--- src/shared/accel_ctrl_pkg.sv ---
package accel_ctrl_pkg;
   // ------------------------------------------------------------
   // Register map
   // ------------------------------------------------------------
   localparam logic [7:0] X_SAMPLE_OFS = 8'h00;
   localparam logic [7:0] Y_SAMPLE_OFS = 8'h01;
   localparam logic [7:0] Z_SAMPLE_OFS = 8'h02;
   localparam logic [7:0] STATUS_OFS = 8'h03;
   localparam logic [7:0] INTERRUPT_SETUP_OFS = 8'h06;
   localparam logic [7:0] MODE_CONTROL_OFS = 8'h07;
   localparam logic [7:0] SAMPLE_RATE_CONFIG_OFS = 8'h08;
   localparam logic [7:0] SLEEP_COUNT_OFS = 8'h05;

   // ------------------------------------------------------------
   // Field positions and reset values
   // ------------------------------------------------------------
   localparam int MODE_ACTIVE_BIT = 0;
   localparam int MODE_TEST_BIT = 2;
   localparam int MODE_AUTO_WAKE_BIT = 3;
   localparam int MODE_AUTO_SLEEP_BIT = 4;
   localparam int RATE_SLEEP_LSB = 3;
   localparam logic [7:0] REG_RESET = 8'h00;
   localparam int SAMPLE_W = 6;

   // Sample interval times in microseconds, as printed
   localparam int CLK_MHZ = 100;
   localparam int T_120_US = 8360;
   localparam int T_64_US = 15625;
   localparam int T_32_US = 31250;
   localparam int T_16_US = 62500;
   localparam int T_8_US = 125000;
   localparam int T_4_US = 250000;
   localparam int T_2_US = 500000;
   localparam int T_1_US = 1000000;
   localparam int CNT_W = 27;

   typedef enum logic [1:0]
   {
      MODE_OFF = 2'b00,
      MODE_STANDBY = 2'b01,
      MODE_ACTIVE = 2'b10,
      MODE_TEST = 2'b11
   } power_mode_t;

   // Interrupt enable fields
   typedef struct packed
   {
      logic shake_z_irq_en;
      logic shake_y_irq_en;
      logic shake_x_irq_en;
      logic data_update_irq_en;
      logic auto_sleep_irq_en;
      logic tap_irq_en;
      logic portrait_landscape_irq_en;
      logic front_back_irq_en;
   } irq_setup_t;

   // Register access from the serial slave
   typedef struct packed
   {
      logic wr;
      logic rd;
      logic [7:0] addr;
      logic [7:0] wdata;
   } reg_req_t;
endpackage : accel_ctrl_pkg

--- src/verilog/accel_mode_rate_irq_control.sv ---
`timescale 1ns/10ps
// Function
// - Exactly one power mode at a time
// - Off mode ignores all register traffic
// - Supplies up: Standby, registers usable, idle
// - Host mode bit picks Standby or Active
// - Active: measure continuously, run enabled analysis
// - Eight wake rates via sample-rate register
// - Sleep rate only 32,16,8,1 per second
// - Each interval updates three 6-bit samples
// - Interrupt setup holds individual enables
// - Data-update interrupt after every sample update
// - Enabled axis shake over 1.3g interrupts
// - Orientation change interrupts when enabled
// - Sleep counter expiry interrupts with auto-wake
// - Motion events return sleep to wake
// - Auto-wake/sleep switches high and low rates
// - Tap active except in auto-wake state
// - Test mode: host writes axis samples
// - Test samples analysed like real ones
// - No measurements in Standby or Test
// - X, Y, Z samples at 0x00-0x02
// - 3-bit rate field selects interval
// - Distinct enable gates each interrupt cause
module accel_mode_rate_irq_control
   import accel_ctrl_pkg::*;
(
   input wire logic sys_clk_in, // 100 MHz clock
   input wire logic sys_rst_in, // Sync reset, active high
   input wire logic avdd_ok_in, // Analog supply present (pin)
   input wire reg_req_t req_in, // Register request
   output logic req_ack_out, // Request accepted
   output logic [7:0] rdata_out, // Read data
   input wire logic [5:0] meas_x_in, // Converter X result
   input wire logic [5:0] meas_y_in, // Converter Y result
   input wire logic [5:0] meas_z_in, // Converter Z result
   input wire logic shake_x_in, // X over 1.3 g
   input wire logic shake_y_in, // Y over 1.3 g
   input wire logic shake_z_in, // Z over 1.3 g
   input wire logic tap_in, // Tap or delta-G seen
   input wire logic [4:0] orient_in, // Detected orientation code
   output logic meas_start_out, // Start a conversion
   output power_mode_t mode_out, // Present power mode
   output logic asleep_out, // In auto-sleep state
   output logic irq_out // Interrupt, active high
);

   // ------------------------------------------------------------
   // Supply synchroniser
   // ------------------------------------------------------------
   logic avdd_meta_r;
   logic avdd_r;
   // Two stages: the supply pin is not timed to this clock
   always_ff @(posedge sys_clk_in)
   begin
      avdd_meta_r <= avdd_ok_in;
      avdd_r <= avdd_meta_r;
   end

   // ------------------------------------------------------------
   // Registers
   // ------------------------------------------------------------
   irq_setup_t irq_setup_r;
   logic [7:0] mode_control_r;
   logic [7:0] sample_rate_config_r;
   logic [7:0] sleep_count_r;
   logic [5:0] x_sample_reg_r;
   logic [5:0] y_sample_reg_r;
   logic [5:0] z_sample_reg_r;
   logic [4:0] orient_r;
   logic asleep_r;
   logic [7:0] idle_cnt_r;
   logic [CNT_W-1:0] tick_cnt_r;
   // Causes: data, shake, tap, orient, sleep, spare
   logic [5:0] pend_r;
   logic [5:0] pend_set;
   logic tick;

   // Off mode gates every access away
   wire access_ok = avdd_r;
   wire wr = req_in.wr && access_ok;
   wire rd = req_in.rd && access_ok;
   // Test bit overrides the active bit
   wire test_mode = mode_control_r[MODE_TEST_BIT];
   wire active_mode = mode_control_r[MODE_ACTIVE_BIT] && !test_mode;
   wire auto_wake = mode_control_r[MODE_AUTO_WAKE_BIT];
   wire auto_sleep = mode_control_r[MODE_AUTO_SLEEP_BIT];

   // One mode only; priority Off, Test, Active, Standby
   assign mode_out = !avdd_r ? MODE_OFF :
                     test_mode ? MODE_TEST :
                     active_mode ? MODE_ACTIVE : MODE_STANDBY;
   // No wait states: with the supply up, every request is taken in its own cycle
   assign req_ack_out = wr || rd;
   assign asleep_out = asleep_r;

   // ------------------------------------------------------------
   // Rate selection
   // ------------------------------------------------------------
   function automatic logic [CNT_W-1:0] wake_cycles(input logic [2:0] s);
      case (s)
         3'h0: wake_cycles = CNT_W'(T_120_US * CLK_MHZ);
         3'h1: wake_cycles = CNT_W'(T_64_US * CLK_MHZ);
         3'h2: wake_cycles = CNT_W'(T_32_US * CLK_MHZ);
         3'h3: wake_cycles = CNT_W'(T_16_US * CLK_MHZ);
         3'h4: wake_cycles = CNT_W'(T_8_US * CLK_MHZ);
         3'h5: wake_cycles = CNT_W'(T_4_US * CLK_MHZ);
         3'h6: wake_cycles = CNT_W'(T_2_US * CLK_MHZ);
         default: wake_cycles = CNT_W'(T_1_US * CLK_MHZ);
      endcase
   endfunction : wake_cycles

   // Sleep offers only four slow rates
   function automatic logic [CNT_W-1:0] sleep_cycles(input logic [1:0] s);
      case (s)
         2'h0: sleep_cycles = CNT_W'(T_32_US * CLK_MHZ);
         2'h1: sleep_cycles = CNT_W'(T_16_US * CLK_MHZ);
         2'h2: sleep_cycles = CNT_W'(T_8_US * CLK_MHZ);
         default: sleep_cycles = CNT_W'(T_1_US * CLK_MHZ);
      endcase
   endfunction : sleep_cycles

   // Wake rate from the 3-bit field, sleep rate when asleep
   wire [2:0] active_rate_select = sample_rate_config_r[2:0];
   wire [1:0] sleep_sel = sample_rate_config_r[RATE_SLEEP_LSB +: 2];
   wire [CNT_W-1:0] reload = asleep_r ? sleep_cycles(sleep_sel)
                                      : wake_cycles(active_rate_select);

   // Interval counter; idle in Standby and
   // Parks at zero outside Active, so entry samples at once
   assign tick = active_mode && avdd_r && (tick_cnt_r == '0);
   always_ff @(posedge sys_clk_in)
   begin
      if (sys_rst_in || !active_mode || !avdd_r)
         tick_cnt_r <= '0;
      else if (tick_cnt_r == '0)
         tick_cnt_r <= reload - CNT_W'(1);
      else
         tick_cnt_r <= tick_cnt_r - CNT_W'(1);
   end
   assign meas_start_out = tick;

   // ------------------------------------------------------------
   // Analysis events
   // ------------------------------------------------------------
   // Test writes feed analysis as a fresh sample
   wire test_wr = wr && test_mode && (req_in.addr <= Z_SAMPLE_OFS);
   wire sample_evt = tick || test_wr;
   wire shake_any = (shake_x_in && irq_setup_r.shake_x_irq_en) ||
                    (shake_y_in && irq_setup_r.shake_y_irq_en) ||
                    (shake_z_in && irq_setup_r.shake_z_irq_en);
   // Tap ignored while in the auto-wake state
   wire tap_ok = tap_in && irq_setup_r.tap_irq_en &&
                 !(auto_wake && !asleep_r);
   wire orient_en = irq_setup_r.front_back_irq_en ||
                    irq_setup_r.portrait_landscape_irq_en;
   wire orient_chg = orient_en && (orient_in != orient_r);
   wire sleep_expire = auto_sleep && !asleep_r &&
                       (idle_cnt_r == sleep_count_r);
   wire motion = shake_any || tap_ok || orient_chg;

   // Cause vector gated by its own enable
   assign pend_set = {
      sample_evt && irq_setup_r.data_update_irq_en,
      sample_evt && shake_any,
      sample_evt && tap_ok,
      sample_evt && orient_chg,
      sample_evt && sleep_expire && auto_wake &&
         irq_setup_r.auto_sleep_irq_en,
      1'b0};

   // Sleep state and inactivity count
   always_ff @(posedge sys_clk_in)
   begin
      if (sys_rst_in || !active_mode)
      begin
         asleep_r <= 1'b0;
         idle_cnt_r <= '0;
      end
      else if (sample_evt)
      begin
         if (motion)
         begin
            asleep_r <= 1'b0;
            idle_cnt_r <= '0;
         end
         else if (sleep_expire)
            asleep_r <= 1'b1;
         else if (!asleep_r)
            idle_cnt_r <= idle_cnt_r + 8'h01;
      end
   end

   // Orientation reference follows each sample
   always_ff @(posedge sys_clk_in)
   begin
      if (sys_rst_in)
         orient_r <= '0;
      else if (sample_evt)
         orient_r <= orient_in;
   end

   // Pending causes; set wins over a read clear
   // The read itself is the clear; no separate acknowledge exists
   always_ff @(posedge sys_clk_in)
   begin
      if (sys_rst_in)
         pend_r <= '0;
      else if (rd && req_in.addr == STATUS_OFS)
         pend_r <= pend_set;
      else
         pend_r <= pend_r | pend_set;
   end
   assign irq_out = |pend_r;

   // ------------------------------------------------------------
   // Register writes
   // ------------------------------------------------------------
   always_ff @(posedge sys_clk_in)
   begin
      if (sys_rst_in)
      begin
         irq_setup_r <= irq_setup_t'(REG_RESET);
         mode_control_r <= REG_RESET;
         sample_rate_config_r <= REG_RESET;
         sleep_count_r <= REG_RESET;
      end
      else if (wr)
      begin
         if (req_in.addr == INTERRUPT_SETUP_OFS)
            irq_setup_r <= irq_setup_t'(req_in.wdata);
         else if (req_in.addr == MODE_CONTROL_OFS)
            mode_control_r <= req_in.wdata;
         else if (req_in.addr == SAMPLE_RATE_CONFIG_OFS)
            sample_rate_config_r <= req_in.wdata;
         else if (req_in.addr == SLEEP_COUNT_OFS)
            sleep_count_r <= req_in.wdata;
      end
   end

   // Samples: measured in Active, host-written in
   always_ff @(posedge sys_clk_in)
   begin
      if (sys_rst_in)
      begin
         x_sample_reg_r <= '0;
         y_sample_reg_r <= '0;
         z_sample_reg_r <= '0;
      end
      else if (tick)
      begin
         x_sample_reg_r <= meas_x_in;
         y_sample_reg_r <= meas_y_in;
         z_sample_reg_r <= meas_z_in;
      end
      else if (test_wr)
      begin
         if (req_in.addr == X_SAMPLE_OFS)
            x_sample_reg_r <= req_in.wdata[5:0];
         else if (req_in.addr == Y_SAMPLE_OFS)
            y_sample_reg_r <= req_in.wdata[5:0];
         else
            z_sample_reg_r <= req_in.wdata[5:0];
      end
   end

   // ------------------------------------------------------------
   // Read mux
   // ------------------------------------------------------------
   // Unmapped offsets read as zero
   logic [7:0] rdata_nxt;
   always_comb
   begin
      if (req_in.addr == X_SAMPLE_OFS)
         rdata_nxt = {2'b00, x_sample_reg_r};
      else if (req_in.addr == Y_SAMPLE_OFS)
         rdata_nxt = {2'b00, y_sample_reg_r};
      else if (req_in.addr == Z_SAMPLE_OFS)
         rdata_nxt = {2'b00, z_sample_reg_r};
      else if (req_in.addr == STATUS_OFS)
         rdata_nxt = {asleep_r, 1'b0, pend_r};
      else if (req_in.addr == SLEEP_COUNT_OFS)
         rdata_nxt = sleep_count_r;
      else if (req_in.addr == INTERRUPT_SETUP_OFS)
         rdata_nxt = irq_setup_r;
      else if (req_in.addr == MODE_CONTROL_OFS)
         rdata_nxt = mode_control_r;
      else if (req_in.addr == SAMPLE_RATE_CONFIG_OFS)
         rdata_nxt = sample_rate_config_r;
      else
         rdata_nxt = 8'h00;
   end

   // Registered read data, held between reads
   // Holding it lets a slow host fetch a status that was just cleared
   always_ff @(posedge sys_clk_in)
   begin
      if (sys_rst_in)
         rdata_out <= 8'h00;
      else if (rd)
         rdata_out <= rdata_nxt;
   end
endmodule : accel_mode_rate_irq_control

--- config.mk ---
export PLATFORM = sky130hd
export DESIGN_NAME = accel_mode_rate_irq_control
export DESIGN_NICKNAME = d
export VERILOG_FILES = /design/src/shared/accel_ctrl_pkg.sv /design/src/verilog/accel_mode_rate_irq_control.sv
export SDC_FILE = /design/constraint.sdc
export NUM_CORES = 1
export LEC_CHECK = 0
export CAP_MARGIN = 20
export CELL_PAD_IN_SITES_DETAIL_PLACEMENT = 1
export CELL_PAD_IN_SITES_GLOBAL_PLACEMENT = 2
export CORE_UTILIZATION = 41
export DETAILED_ROUTE_END_ITERATION = 6
export DONT_BUFFER_PORTS = 1
export PLACE_DENSITY_LB_ADDON = 0.1
export SYNTH_ARGS = -nofsm -noshare
export SYNTH_HDL_FRONTEND = slang
export SYNTH_SLANG_ARGS = --single-unit
--- constraint.sdc ---
create_clock -name sys_clk_in -period 4.3 [get_ports sys_clk_in]
set_input_delay 0.86 -clock sys_clk_in [delete_from_list [all_inputs] [get_ports sys_clk_in]]
set_output_delay 0.86 -clock sys_clk_in [all_outputs]
set_load 0.05 [all_outputs]
# Word level (Yosys, flattened, before mapping)
# Index checks and enable logic that the tools add are counted.
# classes
n_addsub,3
multipliers,0
order_cmp,1
n_eq_ne,21
shifts,0
n_reduce_logical,57
n_div,0
n_mux,32
bitwise_logic,4
# op_table
op,count
$pmux W27 S7,1
$mux W8,11
$pmux W27 S3,1
$mux W6,12
$mux W27,2
$sub A27 B1 Y27 const B,2
$logic_not A27 Y1,1
$eq A8 B3 Y1 const B,3
$logic_and A1 B1 Y1,24
$eq A8 B2 Y1 const B,2
$reduce_and A3 Y1,4
$eq A3 B3 Y1 const B,3
$logic_or A1 B1 Y1,9
$add A8 B1 Y8 const B,1
$eq A8 B1 Y1 const B,1
$eq A8 B4 Y1 const B,1
$eq A8 B8 Y1,1
$le A8 B2 Y1 const B,1
$logic_not A8 Y1,1
$reduce_bool A2 Y1,4
$eq A3 B2 Y1 const B,2
$mux W2,3
$or A6 B6 Y6,1
$reduce_and A2 Y1,3
15 further kinds,24
# totals
latch_bits,0
ramBits,0
inputBits,48
romBits,0
wordCells,141
n_memories,0
reg_bits,107

# Logic depth before layout (Yosys ltp)
# logic_depth
ltp_word,10
ltp_mapped,9
mapped_depth_nobuf,8

# Worst setup path after synthesis
# OpenSTA, ideal clock, no wires.
# synth_timing
path_type,in2reg
from,input req_in[15] (netlist bit)
to,register idle_cnt_r[4]
setup_slack_ns,1.399
path_buffers,2
required_ns,4.228
arrival_time_ns,2.829
cell_stages,8
cell_sequence,or4_1 > clkbuf_1 > nor4_2 > and2_1 > o32ai_1 > buf_2 > or3_1 > a21oi_1
# synth_via
elab_chain_len,4
# synth_lines
element,line,text
start: declaration,accel_mode_rate_irq_control.sv:31,"input wire reg_req_t req_in,"
$le A8 B2 Y1,accel_mode_rate_irq_control.sv:147,wire test_wr = wr && test_mode && (req_in.addr <= Z_SAMPLE_OFS);
$logic_and A1 B1 Y1,accel_mode_rate_irq_control.sv:147,
$logic_or A1 B1 Y1,accel_mode_rate_irq_control.sv:148,wire sample_evt = tick || test_wr;
$reduce_and A3 Y1 (no source line),--,
end signal: assignment,accel_mode_rate_irq_control.sv:190,idle_cnt_r <= idle_cnt_r + 8'h01;
end: declaration,accel_mode_rate_irq_control.sv:72,logic [7:0] idle_cnt_r;
# Every way passes these cells.
# A chain may end at the register's enable or synchronous reset.

# Worst setup path in the final report
# layout_timing
from,register tick_cnt_r[22]
to,output meas_start_out
# layout_via
elab_chain_len,2
# layout_lines
element,line,text
start: declaration,accel_mode_rate_irq_control.sv:73,logic [CNT_W-1:0] tick_cnt_r;
start signal: assignment,accel_mode_rate_irq_control.sv:137,tick_cnt_r <= reload - CNT_W'(1);
start signal: assignment,accel_mode_rate_irq_control.sv:139,tick_cnt_r <= tick_cnt_r - CNT_W'(1);
$logic_not A27 Y1,accel_mode_rate_irq_control.sv:131,assign tick = active_mode && avdd_r && (tick_cnt_r == '0);
$logic_and A1 B1 Y1,accel_mode_rate_irq_control.sv:131,
end: declaration,accel_mode_rate_irq_control.sv:42,"output logic meas_start_out,"
# Every way passes these cells.

==> metrics.csv <==
metric,value,unit
power_switching,456,uW
hp-class,reg -> reg,
syn_inst,703,
grt_use_total,27.0,%
worstSetupStartpointType,register,
numClockSinks,106,
start_util,42.2,%
grtUsageMet3,5.50,%
netlist_area,5850,um^2
worstPathRequired,3440,ps
final_cell_mix,"106 x dfxtp_1, 100 x nor2_1, 54 x nand2_1",
h-tree-depth,3,
fin_nets,743,
fin_crit_sh,82.3,%
relSlewSlack,32.7,%
synth_flop_cell,dfxtp_1,
wl,19.1,mm
insertion_delay,360,ps
post_cts_buffers,0,
vias,5395,
crit_start,tick_cnt_r[22]$_SDFF_PP0_,
p_per_area,305,nW/um^2
top_usage_layer,met2,
grt_antenna_before_repair,0,
use_met1,32.6,%
grt_max_degree,70,
leakagePower,0.00229,uW
reg2reg_to,idle_cnt_r[3]$_SDFFE_PP0P_,
setup_viol,0,
crit_type,reg -> out,
synth.area.top_cells,"dfxtp_1 36%, nor2_1 6.4%, mux2i_1 5.8%",
yosysWarnings,0,
critical_path.max_fanout,48,
diodes,0,
ys_ff_latch,106,
p_clk_share,46.2,%
final_common_cell,dfxtp_1,
synth.largest_area_cell,dfxtp_1,
internal_power,1480,uW
grt_first_pass_wirelength,30.2,mm
r2r_cells,9,
max-cap-violations,0,
synth-edff-count,0,
drc,0,
drtIter0Drc,324,
worstMarginPinSlew,1010,ps
die_h,121,um
hold_violations,0,
fin_skew,7.37,ps
die_w,121,um
crit_end,meas_start_out,
fmax,283,MHz
rr_startpoint,tick_cnt_r[22]$_SDFF_PP0_,
cts-root-buf,clkbuf_16,
clock_path_buffers,2,
port_buffers,0,
synth_area_per_cell,8.33,um^2
switching_share,23.6,%
critPathArrivalTime,2680,ps
seq_area_frac_synth,36.3,%
status,finished clean,
wl_per_cell,22.0,um
vdd_ir_drop_max,0.000178,V
fin_crit,3540,ps
syn_nets,760,
syn_to_final_growth,8.19,%
drive_above_1_share,9.70,%
firstDrtPassIters,5,
clkSlewWorstSetupHoldPaths,80,ps
hold_depth,0,
ant_nets,0,
cp-end-kind,output port,
cts_tree,yes,
synthArstFlopShare,0,%
synthDistinctLibCells,69,
hold_buffers,0,
combPwrFrac,1.9,%
grt_setup_unrepaired,no,
tns,0,ps
cts_resized,0,
grt_pass1_vias,5524,
dieArea,14800,um^2
fin_util,45.6,%
r2r_slack,1110,ps
netlist.area_leader.share,36.3,%
ios,62,
slew_violations,0,
cts_inserted_buffers,9,
hpwl,14.2,mm
num_rows,43,
via_per_inst,6.19,
gp_congestion,0.846,
grt_overflow,0,
seq_power_share,51.9,%
core_area,13900,um^2
use_met2,46.8,%
==> per-stage QoR <==
stage	instance area (um^2)	power, uW	setup WS [ps]	hold WS (ps)	instances
floorplan	5850	1070	1400	310	703
global placement	6020	1060	1070	315	854
detailed placement	6020	1060	1050	316	855
CTS	6330	1950	742	325	871
global route	6330	1990	650	327	871
finish	6330	1930	762	326	871
==> worst min-delay path by stage <==
stage / start / endpoint
finish: avdd_meta_r$_DFF_P_ / access_ok$_DFF_P_
global route: avdd_meta_r$_DFF_P_ / access_ok$_DFF_P_
global placement: avdd_meta_r$_DFF_P_ / access_ok$_DFF_P_
detailed placement: avdd_meta_r$_DFF_P_ / access_ok$_DFF_P_
floorplan: avdd_meta_r$_DFF_P_ / access_ok$_DFF_P_
CTS: avdd_meta_r$_DFF_P_ / access_ok$_DFF_P_
==> metal layers <==
layer  wire [um]  vias to the layer above
met1        8340                     2676
met5           0                        -
met4         568                        0
met3         650                       31
li1            -                     2578
met2        9570                      110
==> logic make-up (layout without fill, tap and decap cells) <==
| group | Yosys count | after routing | share of synthesized area (%) |
|---|---|---|---|
| AO/OA/AOI/OAI | 181 | 181 | 21.8 |
| XOR/XNOR | 21 | 21 | 3.14 |
| adder cells (fa/ha/maj) | 9 | 9 | 1.92 |
| buffers and inverters | 56 | 44 | 3.76 |
| flip-flops | 106 | 106 | 36.3 |
| multiplexers | 43 | 43 | 8.51 |
| AND/OR/NAND/NOR | 287 | 287 | 24.6 |
==> worst max-delay path: stages, from the launching register on <==
cell,delay [ps]
dfxtp_1,350
or4_4,580
nor4_4,540
nand4_2,170
buf_4,320
inv_2,140
buf_4,200
==> power groups by stage <==
stage                     registers (uW)  logic, uW  clock network, uW
after floorplan                     1020       42.5                  0
after global placement              1030       36.5                  0
after detailed placement            1030       37.2                  0
after CTS                           1000       37.2                910
after global routing                1000       40.1                947
final                               1000       36.9                891
==> synthesized netlist by cell type (all sizes together), types with 5 or more instances <==
| library cell | n |
|---|---|
| dfxtp | 106 |
| nor2 | 101 |
| nand2 | 54 |
| a21oi | 46 |
| mux2i | 34 |
| clkbuf | 31 |
| nand3 | 30 |
| a311oi | 26 |
| o21ai | 23 |
| nor3 | 20 |
| a31oi | 14 |
| inv | 14 |
| nor4 | 13 |
| xor2 | 12 |
| buf | 11 |
| or3 | 11 |
| ha | 9 |
| or4 | 9 |
| xnor2 | 9 |
| a211oi | 8 |
| and3 | 8 |
| nand4 | 8 |
| nor2b | 8 |
| o31ai | 8 |
| a222oi | 7 |
| o21a | 7 |
| or2 | 7 |
| a221oi | 6 |
| a22oi | 6 |
| mux4 | 5 |
| nand2b | 5 |
==> flip-flops by register name, indices dropped and copies added, names as in the netlist <==
signal,count
rdata_out,8
sleep_count_r,8
asleep_out,1
irq_setup_r,8
sample_rate_config_r,8
z_sample_reg_r,6
idle_cnt_r,8
x_sample_reg_r,6
y_sample_reg_r,6
orient_r,5
pend_r,5
mode_control_r,8
access_ok,1
tick_cnt_r,27
avdd_meta_r,1
==> layout make-up <==
class / instances / area [um^2]
Clock buffer: 10 / 239
Clock inverter: 6 / 71.3
Fill cell: 1665 / 7550
Inverter: 14 / 52.6
Multi-Input combinational cell: 541 / 3520
Sequential cell: 106 / 2120
Tap cell: 180 / 225
Timing Repair Buffer: 14 / 103
Power figures use the tool's default switching activity.
